--- config.mk ---
export PLATFORM = sky130hd
export DESIGN_NAME = frsp_host
export DESIGN_NICKNAME = d
export VERILOG_FILES = /design/src/hdl/frsp_pkg.sv /design/src/hdl/frsp_sync.sv /design/src/hdl/frsp_host.sv
export VERILOG_INCLUDE_DIRS = /design/src /design/src/hdl
export SDC_FILE = /design/constraint.sdc
export NUM_CORES = 1
export LEC_CHECK = 0
export ABC_AREA = 1
export BUFFER_PORTS_ARGS = -buffer_cell sky130_fd_sc_hd__buf_2
export CORE_MARGIN = 2
export CORE_UTILIZATION = 45
export DETAILED_ROUTE_END_ITERATION = 8
export PLACE_DENSITY = 0.72
export SLEW_MARGIN = 25
export SYNTH_ARGS = -nofsm -noshare
export SYNTH_HDL_FRONTEND = slang
export SYNTH_SLANG_ARGS = --single-unit
export TNS_END_PERCENT = 5
--- constraint.sdc ---
create_clock -name clk_in -period 1.9 [get_ports clk_in]
set_input_delay 0.19 -clock clk_in [delete_from_list [all_inputs] [get_ports clk_in]]
set_output_delay 0.19 -clock clk_in [all_outputs]
set_load 0.01 [all_outputs]
--- src/hdl/frsp_params.svh ---
`ifndef FRSP_PARAMS_SVH
`define FRSP_PARAMS_SVH

// Clock period of clk_in in ns (50 MHz)
`define FRSP_CLK_NS 20
// Least time to whole cycles, rounded up
`define FRSP_MIN_CYC(ns) (((ns) + `FRSP_CLK_NS - 1) / `FRSP_CLK_NS)

// Pin widths
`define FRSP_AW 21
`define FRSP_DW 16
`define FRSP_CW 11

// Status bit positions on the data bus
`define FRSP_TOGGLE_BIT 6
`define FRSP_SUSP_TOGGLE_BIT 2

// Times as printed, in ns
`define FRSP_T_READY_BUSY_NS 20000
`define FRSP_T_READY_IDLE_NS 500
`define FRSP_T_RP_NS 500
`define FRSP_T_RH_NS 50
`define FRSP_T_RPD_NS 20000
`define FRSP_T_BUSY_NS 90
`define FRSP_T_ASO_NS 15
`define FRSP_T_OEPH_NS 20
`define FRSP_T_ACC_NS 70
`define FRSP_T_WP_NS 30
`define FRSP_T_WPH_NS 30

// Derived cycle counts
`define FRSP_READY_BUSY_CYC `FRSP_MIN_CYC(`FRSP_T_READY_BUSY_NS)
`define FRSP_READY_IDLE_CYC `FRSP_MIN_CYC(`FRSP_T_READY_IDLE_NS)
`define FRSP_RP_CYC `FRSP_MIN_CYC(`FRSP_T_RP_NS)
`define FRSP_RH_CYC `FRSP_MIN_CYC(`FRSP_T_RH_NS)
`define FRSP_RPD_CYC `FRSP_MIN_CYC(`FRSP_T_RPD_NS)
`define FRSP_BUSY_CYC `FRSP_MIN_CYC(`FRSP_T_BUSY_NS)
`define FRSP_ASO_CYC `FRSP_MIN_CYC(`FRSP_T_ASO_NS)
`define FRSP_OEPH_CYC `FRSP_MIN_CYC(`FRSP_T_OEPH_NS)
`define FRSP_WP_CYC `FRSP_MIN_CYC(`FRSP_T_WP_NS)
`define FRSP_WPH_CYC `FRSP_MIN_CYC(`FRSP_T_WPH_NS)
// Output enable low long enough for access plus the two sync stages
`define FRSP_RD_CYC (`FRSP_MIN_CYC(`FRSP_T_ACC_NS) + 2)

`endif

--- src/hdl/frsp_pkg.sv ---
package frsp_pkg;

    // Commands accepted on the user port
    typedef enum logic [2:0] {
        FRSP_OP_READ = 3'h0,
        FRSP_OP_WRITE = 3'h1,
        FRSP_OP_WRITE_LAST = 3'h2,
        FRSP_OP_POLL = 3'h3,
        FRSP_OP_RESET = 3'h4,
        FRSP_OP_STANDBY = 3'h5
    } frsp_op_e;

    // Sequencer states, one-hot
    typedef enum logic [9:0] {
        FRSP_IDLE = 10'h001,
        FRSP_RST_LOW = 10'h002,
        FRSP_RST_WAIT = 10'h004,
        FRSP_RST_HIGH = 10'h008,
        FRSP_RD_ADDR = 10'h010,
        FRSP_RD_OE = 10'h020,
        FRSP_RD_GAP = 10'h040,
        FRSP_WR_PULSE = 10'h080,
        FRSP_WR_HIGH = 10'h100,
        FRSP_BUSY_WAIT = 10'h200
    } frsp_state_e;

    // Flash pins driven by the host
    typedef struct packed {
        logic [20:0] addr;
        logic [15:0] dq;
        logic dq_oe;
        logic ce_n;
        logic oe_n;
        logic we_n;
        logic reset_n;
    } frsp_pins_s;

    // Whole state of the host sequencer
    typedef struct packed {
        frsp_state_e state;
        frsp_op_e op;
        logic [10:0] cnt;
        logic [15:0] rdata;
        logic prev_toggle;
        logic have_prev;
        logic was_busy;
        logic rsp_valid;
        frsp_pins_s pins;
    } frsp_host_s;

endpackage : frsp_pkg

--- src/hdl/frsp_sync.sv ---
`timescale 1ns/1ps
`default_nettype none

// Two-flop synchroniser bank for pins driven by the asynchronous flash
module frsp_sync #(
    parameter int W = 17
) (
    // Clock, reset, enable
    input wire logic clk_in,
    input wire logic rst_in,
    input wire logic en_in,
    // Pin side and synchronised side
    input wire logic [W-1:0] async_in,
    output logic [W-1:0] sync_out
);
    logic [W-1:0] meta_r;
    logic [W-1:0] sync_r;

    // The first stage feeds only the second; resets to all ones (idle bus)
    always_ff @(posedge clk_in) begin
        if (rst_in) begin
            meta_r <= '1;
            sync_r <= '1;
        end else if (en_in) begin
            meta_r <= async_in;
            sync_r <= meta_r;
        end
    end

    assign sync_out = sync_r;
endmodule : frsp_sync

`default_nettype wire

--- src/hdl/frsp_host.sv ---
`timescale 1ns/1ps
`default_nettype none
`include "frsp_params.svh"

// How it works
// - After reset goes high, wait at least 50 ns before a read.
// - Standby through reset: hold reset low at least 20 us.
// - Each status read is bounded by a chip select and output enable pulse.
// - Address stands at least 15 ns before output enable falls.
// - Output enable stays high at least 20 ns between status reads.
module frsp_host
    import frsp_pkg::*;
(
    // Clock, reset, enable
    input wire logic clk_in,
    input wire logic rst_in,
    input wire logic en_in,
    // User command port
    input wire logic cmd_valid_in,
    input wire frsp_op_e cmd_op_in,
    input wire logic [`FRSP_AW-1:0] cmd_addr_in,
    input wire logic [`FRSP_DW-1:0] cmd_data_in,
    output logic cmd_ready_out,
    // User response port
    output logic rsp_valid_out,
    output logic [`FRSP_DW-1:0] rsp_data_out,
    output logic dev_busy_out,
    // Flash pins
    output logic [`FRSP_AW-1:0] flash_addr_out,
    input wire logic [`FRSP_DW-1:0] flash_dq_in,
    output logic [`FRSP_DW-1:0] flash_dq_out,
    output logic flash_dq_oe_out,
    output logic flash_ce_n_out,
    output logic flash_oe_n_out,
    output logic flash_we_n_out,
    output logic flash_reset_n_out,
    input wire logic ready_busy_n_in
);
    localparam logic [10:0] RD_CYC = 11'(`FRSP_RD_CYC);
    localparam logic [10:0] ASO_CYC = 11'(`FRSP_ASO_CYC);
    localparam logic [10:0] OEPH_CYC = 11'(`FRSP_OEPH_CYC);
    localparam logic [10:0] WP_CYC = 11'(`FRSP_WP_CYC);
    localparam logic [10:0] WPH_CYC = 11'(`FRSP_WPH_CYC);
    localparam logic [10:0] BUSY_CYC = 11'(`FRSP_BUSY_CYC);
    localparam logic [10:0] RP_CYC = 11'(`FRSP_RP_CYC);
    localparam logic [10:0] RPD_CYC = 11'(`FRSP_RPD_CYC);
    localparam logic [10:0] RH_CYC = 11'(`FRSP_RH_CYC);
    localparam logic [10:0] RDY_BUSY_CYC = 11'(`FRSP_READY_BUSY_CYC);
    localparam logic [10:0] RDY_IDLE_CYC = 11'(`FRSP_READY_IDLE_CYC);

    frsp_host_s st_r;
    frsp_host_s st_nxt;
    logic [`FRSP_DW:0] pin_sync;
    logic [`FRSP_DW-1:0] dq_sync;
    logic rb_n_sync;
    logic cnt_done;

    // Flash data and ready_busy_n come from a clockless part
    frsp_sync #(
        .W(`FRSP_DW + 1)
    ) u_sync (
        .clk_in(clk_in),
        .rst_in(rst_in),
        .en_in(en_in),
        .async_in({ready_busy_n_in, flash_dq_in}),
        .sync_out(pin_sync)
    );

    assign dq_sync = pin_sync[`FRSP_DW-1:0];
    assign rb_n_sync = pin_sync[`FRSP_DW];
    assign cnt_done = (st_r.cnt <= 11'h001);

    // Next-state logic for the whole sequencer
    always_comb begin
        st_nxt = st_r;
        st_nxt.rsp_valid = 1'b0;
        if (!cnt_done) begin
            st_nxt.cnt = st_r.cnt - 11'h001;
        end
        case (st_r.state)
            FRSP_IDLE: begin
                st_nxt.pins.ce_n = 1'b1;
                st_nxt.pins.oe_n = 1'b1;
                st_nxt.pins.we_n = 1'b1;
                st_nxt.pins.dq_oe = 1'b0;
                if (cmd_valid_in) begin
                    st_nxt.op = cmd_op_in;
                    st_nxt.pins.addr = cmd_addr_in;
                    st_nxt.have_prev = 1'b0;
                    case (cmd_op_in)
                        FRSP_OP_RESET, FRSP_OP_STANDBY: begin
                            st_nxt.state = FRSP_RST_LOW;
                            st_nxt.pins.reset_n = 1'b0;
                            st_nxt.was_busy = ~rb_n_sync;
                            // Standby needs the long low time
                            st_nxt.cnt = (cmd_op_in == FRSP_OP_STANDBY) ?
                                RPD_CYC : RP_CYC;
                        end
                        FRSP_OP_WRITE, FRSP_OP_WRITE_LAST: begin
                            // Address setup is zero for writes
                            st_nxt.state = FRSP_WR_PULSE;
                            st_nxt.pins.dq = cmd_data_in;
                            st_nxt.pins.dq_oe = 1'b1;
                            st_nxt.pins.ce_n = 1'b0;
                            st_nxt.pins.we_n = 1'b0;
                            st_nxt.cnt = WP_CYC;
                        end
                        default: begin
                            st_nxt.state = FRSP_RD_ADDR;
                            st_nxt.pins.ce_n = 1'b0;
                            st_nxt.cnt = ASO_CYC;
                        end
                    endcase
                end
            end
            FRSP_RST_LOW: begin
                if (cnt_done) begin
                    st_nxt.state = FRSP_RST_WAIT;
                    st_nxt.pins.reset_n = 1'b1;
                    // Busy part needs the long abort time
                    st_nxt.cnt = st_r.was_busy ?
                        RDY_BUSY_CYC : RDY_IDLE_CYC;
                end
            end
            FRSP_RST_WAIT: begin
                if (cnt_done) begin
                    st_nxt.state = FRSP_RST_HIGH;
                    st_nxt.cnt = RH_CYC;
                end
            end
            FRSP_RST_HIGH: begin
                if (cnt_done) begin
                    st_nxt.state = FRSP_IDLE;
                    st_nxt.rsp_valid = 1'b1;
                end
            end
            FRSP_RD_ADDR: begin
                // Address already stable for the setup time
                if (cnt_done) begin
                    st_nxt.state = FRSP_RD_OE;
                    st_nxt.pins.oe_n = 1'b0;
                    st_nxt.cnt = RD_CYC;
                end
            end
            FRSP_RD_OE: begin
                if (cnt_done) begin
                    st_nxt.rdata = dq_sync;
                    st_nxt.pins.oe_n = 1'b1;
                    st_nxt.pins.ce_n = 1'b1;
                    st_nxt.prev_toggle = dq_sync[`FRSP_TOGGLE_BIT];
                    st_nxt.have_prev = 1'b1;
                    if (st_r.op != FRSP_OP_POLL) begin
                        // Next command may follow at once
                        st_nxt.state = FRSP_IDLE;
                        st_nxt.rsp_valid = 1'b1;
                    end else if (st_r.have_prev && (st_r.prev_toggle ==
                            dq_sync[`FRSP_TOGGLE_BIT])) begin
                        st_nxt.state = FRSP_IDLE;
                        st_nxt.rsp_valid = 1'b1;
                    end else begin
                        st_nxt.state = FRSP_RD_GAP;
                        st_nxt.cnt = OEPH_CYC;
                    end
                end
            end
            FRSP_RD_GAP: begin
                // Output enable high between status reads
                if (cnt_done) begin
                    st_nxt.state = FRSP_RD_ADDR;
                    st_nxt.pins.ce_n = 1'b0;
                    st_nxt.cnt = ASO_CYC;
                end
            end
            FRSP_WR_PULSE: begin
                if (cnt_done) begin
                    st_nxt.state = FRSP_WR_HIGH;
                    st_nxt.pins.we_n = 1'b1;
                    st_nxt.cnt = WPH_CYC;
                end
            end
            FRSP_WR_HIGH: begin
                if (cnt_done) begin
                    st_nxt.pins.ce_n = 1'b1;
                    st_nxt.pins.dq_oe = 1'b0;
                    if (st_r.op == FRSP_OP_WRITE_LAST) begin
                        // Busy flag is not valid until this passes
                        st_nxt.state = FRSP_BUSY_WAIT;
                        st_nxt.cnt = BUSY_CYC + 11'h002;
                    end else begin
                        st_nxt.state = FRSP_IDLE;
                        st_nxt.rsp_valid = 1'b1;
                    end
                end
            end
            FRSP_BUSY_WAIT: begin
                if (cnt_done) begin
                    st_nxt.state = FRSP_IDLE;
                    st_nxt.rsp_valid = 1'b1;
                end
            end
            default: begin
                st_nxt.state = FRSP_IDLE;
            end
        endcase
    end

    // State register; enable freezes everything
    always_ff @(posedge clk_in) begin
        if (rst_in) begin
            st_r.state <= FRSP_IDLE;
            st_r.op <= FRSP_OP_READ;
            st_r.cnt <= 11'h000;
            st_r.rdata <= 16'h0000;
            st_r.prev_toggle <= 1'b0;
            st_r.have_prev <= 1'b0;
            st_r.was_busy <= 1'b0;
            st_r.rsp_valid <= 1'b0;
            st_r.pins.addr <= 21'h00_0000;
            st_r.pins.dq <= 16'h0000;
            st_r.pins.dq_oe <= 1'b0;
            st_r.pins.ce_n <= 1'b1;
            st_r.pins.oe_n <= 1'b1;
            st_r.pins.we_n <= 1'b1;
            st_r.pins.reset_n <= 1'b1;
        end else if (en_in) begin
            st_r <= st_nxt;
        end
    end

    // Outputs straight from the state register, except dev_busy_out from the synchroniser
    assign cmd_ready_out = (st_r.state == FRSP_IDLE);
    assign rsp_valid_out = st_r.rsp_valid;
    assign rsp_data_out = st_r.rdata;
    assign dev_busy_out = ~rb_n_sync;
    assign flash_addr_out = st_r.pins.addr;
    assign flash_dq_out = st_r.pins.dq;
    assign flash_dq_oe_out = st_r.pins.dq_oe;
    assign flash_ce_n_out = st_r.pins.ce_n;
    assign flash_oe_n_out = st_r.pins.oe_n;
    assign flash_we_n_out = st_r.pins.we_n;
    assign flash_reset_n_out = st_r.pins.reset_n;
endmodule : frsp_host

`default_nettype wire

* Word-level counts from Yosys, hierarchy flattened *
Index checks and enable logic that the tools add are counted.
Widths: inputs -> output; s select.

cells by class
  muxes and demuxes = 54
  reduce and logical (&&, ||, !) cells = 21
  add/subtract/negate cells = 1
  equal/unequal tests = 27
  order comparisons = 1
  bitwise gates (word level) = 1

operators by type and width
  cell                   number
  $mux 10                12
  $mux 11                10
  $pmux 10 s9            1
  $pmux 11 s8            1
  $mux 29                1
  $mux 24                1
  $pmux 10 s2            1
  $ne 2x2->1 const B     8
  $pmux 8 s2             1
  $reduce_and 4->1       4
  $mux 1                 13
  $reduce_and 3->1       4
  $le 11x1->1 const B    1
  $sub 11x1->11 const B  1
  $eq 10x1->1 const B    1
  $eq 10x10->1 const B   1
  $eq 10x2->1 const B    1
  $eq 10x3->1 const B    1
  $eq 10x4->1 const B    1
  $eq 10x5->1 const B    1
  $eq 10x6->1 const B    1
  $eq 10x7->1 const B    1
  $eq 10x8->1 const B    1
  $eq 10x9->1 const B    1
  19 further kinds       36

word-level totals
  output and inout port bits = 61
  logic and storage cells = 122
  register bits after elaboration = 120
  input port bits = 61

* Depth between registers and ports, before layout *
  word-level depth = 6
  mapped depth = 18

* Cells and area by module *
A second synthesis with hierarchy kept.

unflattened totals
  cell total of the unflattened synthesis = 879
  area, all modules = 6152.2 µm²

by module, submodules not included
  module     instances  area an instance (µm²)  cells an instance  sequential area each (µm²)
  frsp_host  1          4872.2                  731                1701.6
  frsp_sync  1          1280.0                  148                680.7

* Worst setup path after synthesis *
No wires, ideal clock.

  path type = register to register
  from = register st_r[62] (netlist bit)
  to = register st_r[62] (netlist bit)
  arrival time = 1.809 ns
  setup time = 0.070 ns
  path slack = 0.021 ns
  stages on the path, launching flop included = 16
  clock period less this slack = 1.879 ns
  data required time = 1.830 ns
  path through = dfxtp_1 ha_1 nand2_1 nor2_1 nand2_1 nand2_2 inv_2 buf_6 ha_1 nor3_1 nor2_1 nand2_1 nor2_1 nand2_1 nand2_1 a21oi_1

on the way
  cells in the longest elaborated chain, start to end = 6
  elaborated cells between the ends (all ways) = 15

RTL lines
  element                                       RTL line                          RTL
  from (decl)                                   frsp_host.sv:51                   frsp_host_s st_r;
  from (signal assigned)                        frsp_host.sv:226                  st_r <= st_nxt;
  $sub 11x1->11 or $le 11x1->1 (tied branches)  frsp_host.sv:78, frsp_host.sv:71
  $mux 11                                       frsp_host.sv:77                   if (!cnt_done) begin
  $mux 11                                       frsp_host.sv:156                  end else if (st_r.have_prev && (st_r.prev_toggle ==
  $mux 11                                       frsp_host.sv:152                  if (st_r.op != FRSP_OP_POLL) begin
  $mux 29                                       frsp_host.sv:146                  if (cnt_done) begin
  $pmux 11 s8 *                                 frsp_host.sv:80                   case (st_r.state)

Every way passes the cells marked *; elsewhere a longest branch is shown, timed or not. The select of a mux whose other input is x is not followed.
A chain may end at the register's enable or synchronous reset.

* Final worst setup path *
  from = register st_r[64] (netlist bit)
  to = register st_r[65] (netlist bit)

The elaborated chain is that of the path after synthesis.

==> summary.txt <==
Status -> complete, but fails checks
Failing checks -> negative setup slack
Initial antenna violation count -> 0
Via density -> 4.985
Power Density -> 1191 nW/µm²
Grt total ovfl -> 0
Vias in the first global route -> 5147
Final critical-path required period -> 1.927 ns
Area Growth Syn to Fin -> 26.04%
CTS Sinks -> 119
H-tree level count -> 4
Leak Pwr -> 0.003673 µW
TNS Setup -> -0.02683 ns
Ys Warns -> 0
Post-Place Setup Slack -> -0.03078 ns
Mapped Cells -> 845
TritonCTS buffer count -> 17
Diode count -> 0
Crit start category -> flip-flop
P_sw -> 3002 µW
RePlAce Congestion -> 0.8990
Worst slew pin tran -> 0.5464 ns
Clk root buf -> clkbuf_16
Clk_skew -> 0.008188 ns
Count of final setup violators -> 1
Die Y-Extent -> 118.3 µm
# port buffers -> 121
Pint -> 5816 µW
Per-instance average area after synthesis -> 6.955 µm²
Internal reg-to-reg setup slack -> -0.03 ns
Worst EP required -> 2.21 ns
First-pass GRT wire length -> 25010 µm
Layout cells sized above 1 -> 26.08%
Critical Path AT -> 2.24 ns
Sw frac -> 34.05%
Gate power share -> 33.3%
Vias -> 5713
Crit Path Class -> flip-flop to flip-flop
Max FO, Critical Path -> 13
Num rows -> 41
Synth Net Count -> 910
Post-DRT Antenna Nets -> 0
Final hold violation count -> 0
Post-layout util -> 58.46%
Clk_lat worst skew -> 0.42 ns
Sequential cell area fraction in the yosys report -> 40.54%
Synth Cell Area -> 5877 µm²
Sequential power share -> 33.8%
Clock buffer depth -> 2
Routed wire length -> 15620 µm
Initial DRC count -> 328
Clock power share -> 32.9%
I/O pin count -> 122
Slew Viols, Final -> 0
Final net count -> 1030
Final period util -> 101.4%
Yosys cell types -> 35
FMAX -> 0.5190 GHz
Die area -> 13990 µm²
Total track usage -> 22.21%
Clk slew on worst S/H paths -> 0.05 ns
CP endpoint kind -> flip-flop
Peak VDD IR -> 722.4 µV
Max-slew headroom -> 63.57%
Total power -> 8818 µW
Setup WS post-layout -> -0.02683 ns
Wire per inst -> 13.63 µm
Post-route DRC -> 0
Flops & latches, synth -> 119
RSZ-0062 raised after global routing -> true
Core Area -> 12670 µm²
Hold WC Path Type -> input pin to flip-flop
Die width -> 118.3 µm
CTS tree -> built
Initial DRT Pass Iterations -> 5
Initial Util -> 46.38%
Largest net degree at the start of global routing -> 46
DP HPWL -> 10590 µm
Max Cap Viol -> 0
==> per-stage QoR <==
step	instances	hold slack [ns]	cell area [µm²]
floorplan	845	0.3163	5877
global placement	1083	0.4011	6392
detailed placement	1083	0.4043	6392
CTS	1137	0.0008381	7192
global route	1146	0.003665	7407
finish	1146	0.003148	7407
==> cell usage in the layout, fill, tap and decap left out, types with 3 or more instances in the layout <==
| cell | n |
|---|---|
| ha_4 | 3 |
| nor2_4 | 8 |
| clkbuf_8 | 3 |
| clkbuf_16 | 17 |
| dfxtp_2 | 8 |
| nand4_1 | 3 |
| nand3_2 | 3 |
| a21oi_1 | 59 |
| inv_2 | 7 |
| nand2_4 | 5 |
| o21ai_0 | 47 |
| inv_1 | 49 |
| nand2_2 | 14 |
| dlygate4sd3_1 | 26 |
| nand3_1 | 92 |
| buf_4 | 40 |
| buf_2 | 121 |
| nor2_2 | 7 |
| nor3_1 | 8 |
| xor2_1 | 5 |
| clkbuf_1 | 4 |
| o211ai_1 | 5 |
| nand2_1 | 198 |
| buf_6 | 3 |
| dfxtp_1 | 111 |
| nor2_1 | 103 |
==> cells in the mapped netlist <==
master | n | area, µm²
inv_2 | 5 | 18.77
xor2_1 | 5 | 43.79
nand3_1 | 95 | 475.5
and2_1 | 1 | 6.260
or2_1 | 1 | 6.260
nand2_2 | 8 | 50.05
clkbuf_1 | 22 | 82.58
o21a_1 | 1 | 7.510
o31ai_1 | 1 | 7.510
o2111ai_1 | 1 | 8.760
nor2_8 | 1 | 20.02
buf_6 | 6 | 67.56
nor2_1 | 110 | 412.9
nor3_4 | 1 | 16.27
nor2_4 | 3 | 33.78
and3_1 | 1 | 6.260
nand4_1 | 3 | 18.77
o21ai_2 | 2 | 17.52
nand2_1 | 206 | 773.2
a221oi_2 | 1 | 15.01
nand2_4 | 2 | 22.52
o22ai_1 | 1 | 6.260
a21oi_2 | 1 | 8.760
xnor2_1 | 2 | 17.52
nor2_2 | 5 | 31.28
nor3_1 | 8 | 40.04
o211ai_1 | 5 | 37.54
a21oi_1 | 59 | 295.3
buf_2 | 6 | 30.03
buf_4 | 56 | 420.4
ha_1 | 4 | 50.05
dfxtp_1 | 119 | 2382
inv_1 | 53 | 198.9
o21ai_0 | 48 | 240.2
buf_1 | 2 | 7.510
==> flip-flops by register name, indices dropped and copies added, names as in the netlist <==
register and flops:
flash_addr_out 21, u_sync.meta_r 17, flash_we_n_out 1, flash_oe_n_out 1, flash_reset_n_out 1, flash_dq_oe_out 1
rsp_data_out 16, rsp_valid_out 1, st_r 26, flash_dq_out 16, u_sync.sync_out 17, flash_ce_n_out 1
==> critical path: stages (launching register included) <==
cell and delay (ns):
dfxtp_1 0.34, nor2_1 0.20, nand2_2 0.08, nor2_1 0.09, nand2_1 0.09, nand2_2 0.09
buf_4 0.21, nor2_1 0.07, inv_1 0.08, nand2_1 0.12, o21ai_0 0.20, nand3_1 0.13
nand2_1 0.09, inv_1 0.04
==> power by group through the flow <==
stage | Combinational, µW | Sequential, µW | Clock (µW)
after CTS | 2630 | 2950 | 2930
after global placement | 2560 | 2990 | 0
after global routing | 3250 | 3010 | 3070
after floorplan | 1880 | 2970 | 0
final | 2940 | 2980 | 2900
after detailed placement | 2570 | 2990 | 0
==> routing by layer <==
metal	track usage (%)	part of all wire [%]	vias up
met2	35.44	47	183
met5	0	0	-
met3	5.357	6.0	21
met4	7.982	1.5	0
met1	29.17	46	2601
li1	-	-	2908
==> logic make-up after synthesis <==
group	count (synthesis)	share of synthesized area, %
and+or+nand+nor	445	32.55
DFF	119	40.54
AOI/OAI and AO/OA	120	10.96
xor gates and xnor gates	7	1.043
adders and majority gates	4	0.8516
buffers and inverters	150	14.05
==> repair_timing <==
item                                   4_1_cts  5_1_grt
pin swaps                                    0       15
cloned                                       0        1
hold buffers                                26        0
endpoints found under the hold margin       26        0
setup buffers                                0        8
resized for setup                            3       47
setup endpoints to repair                    9       78
==> path summary, 6_finish.rpt <==
check | from | depth (start not counted) | endpoint
worst max-delay path | st_r[64] | 13 | st_r[65]
worst min-delay path | cmd_addr_in[4] | 3 | flash_addr_out[4]
worst max register to register | st_r[64] | 13 | st_r[65]
worst min register to register | u_sync.meta_r[0] | 2 | u_sync.meta_r[0]
==> cell type report <==
type / count / area (µm²)
fillers: 1205 / 5264
clock inverters: 4 / 47.55
repair buffers: 192 / 1240
inverters: 58 / 222.7
flip-flops and latches: 119 / 2392
clock buffers: 24 / 481.7
multi-input cells: 577 / 2808
well taps: 172 / 215.2
(Power assumes the default switching activity.)
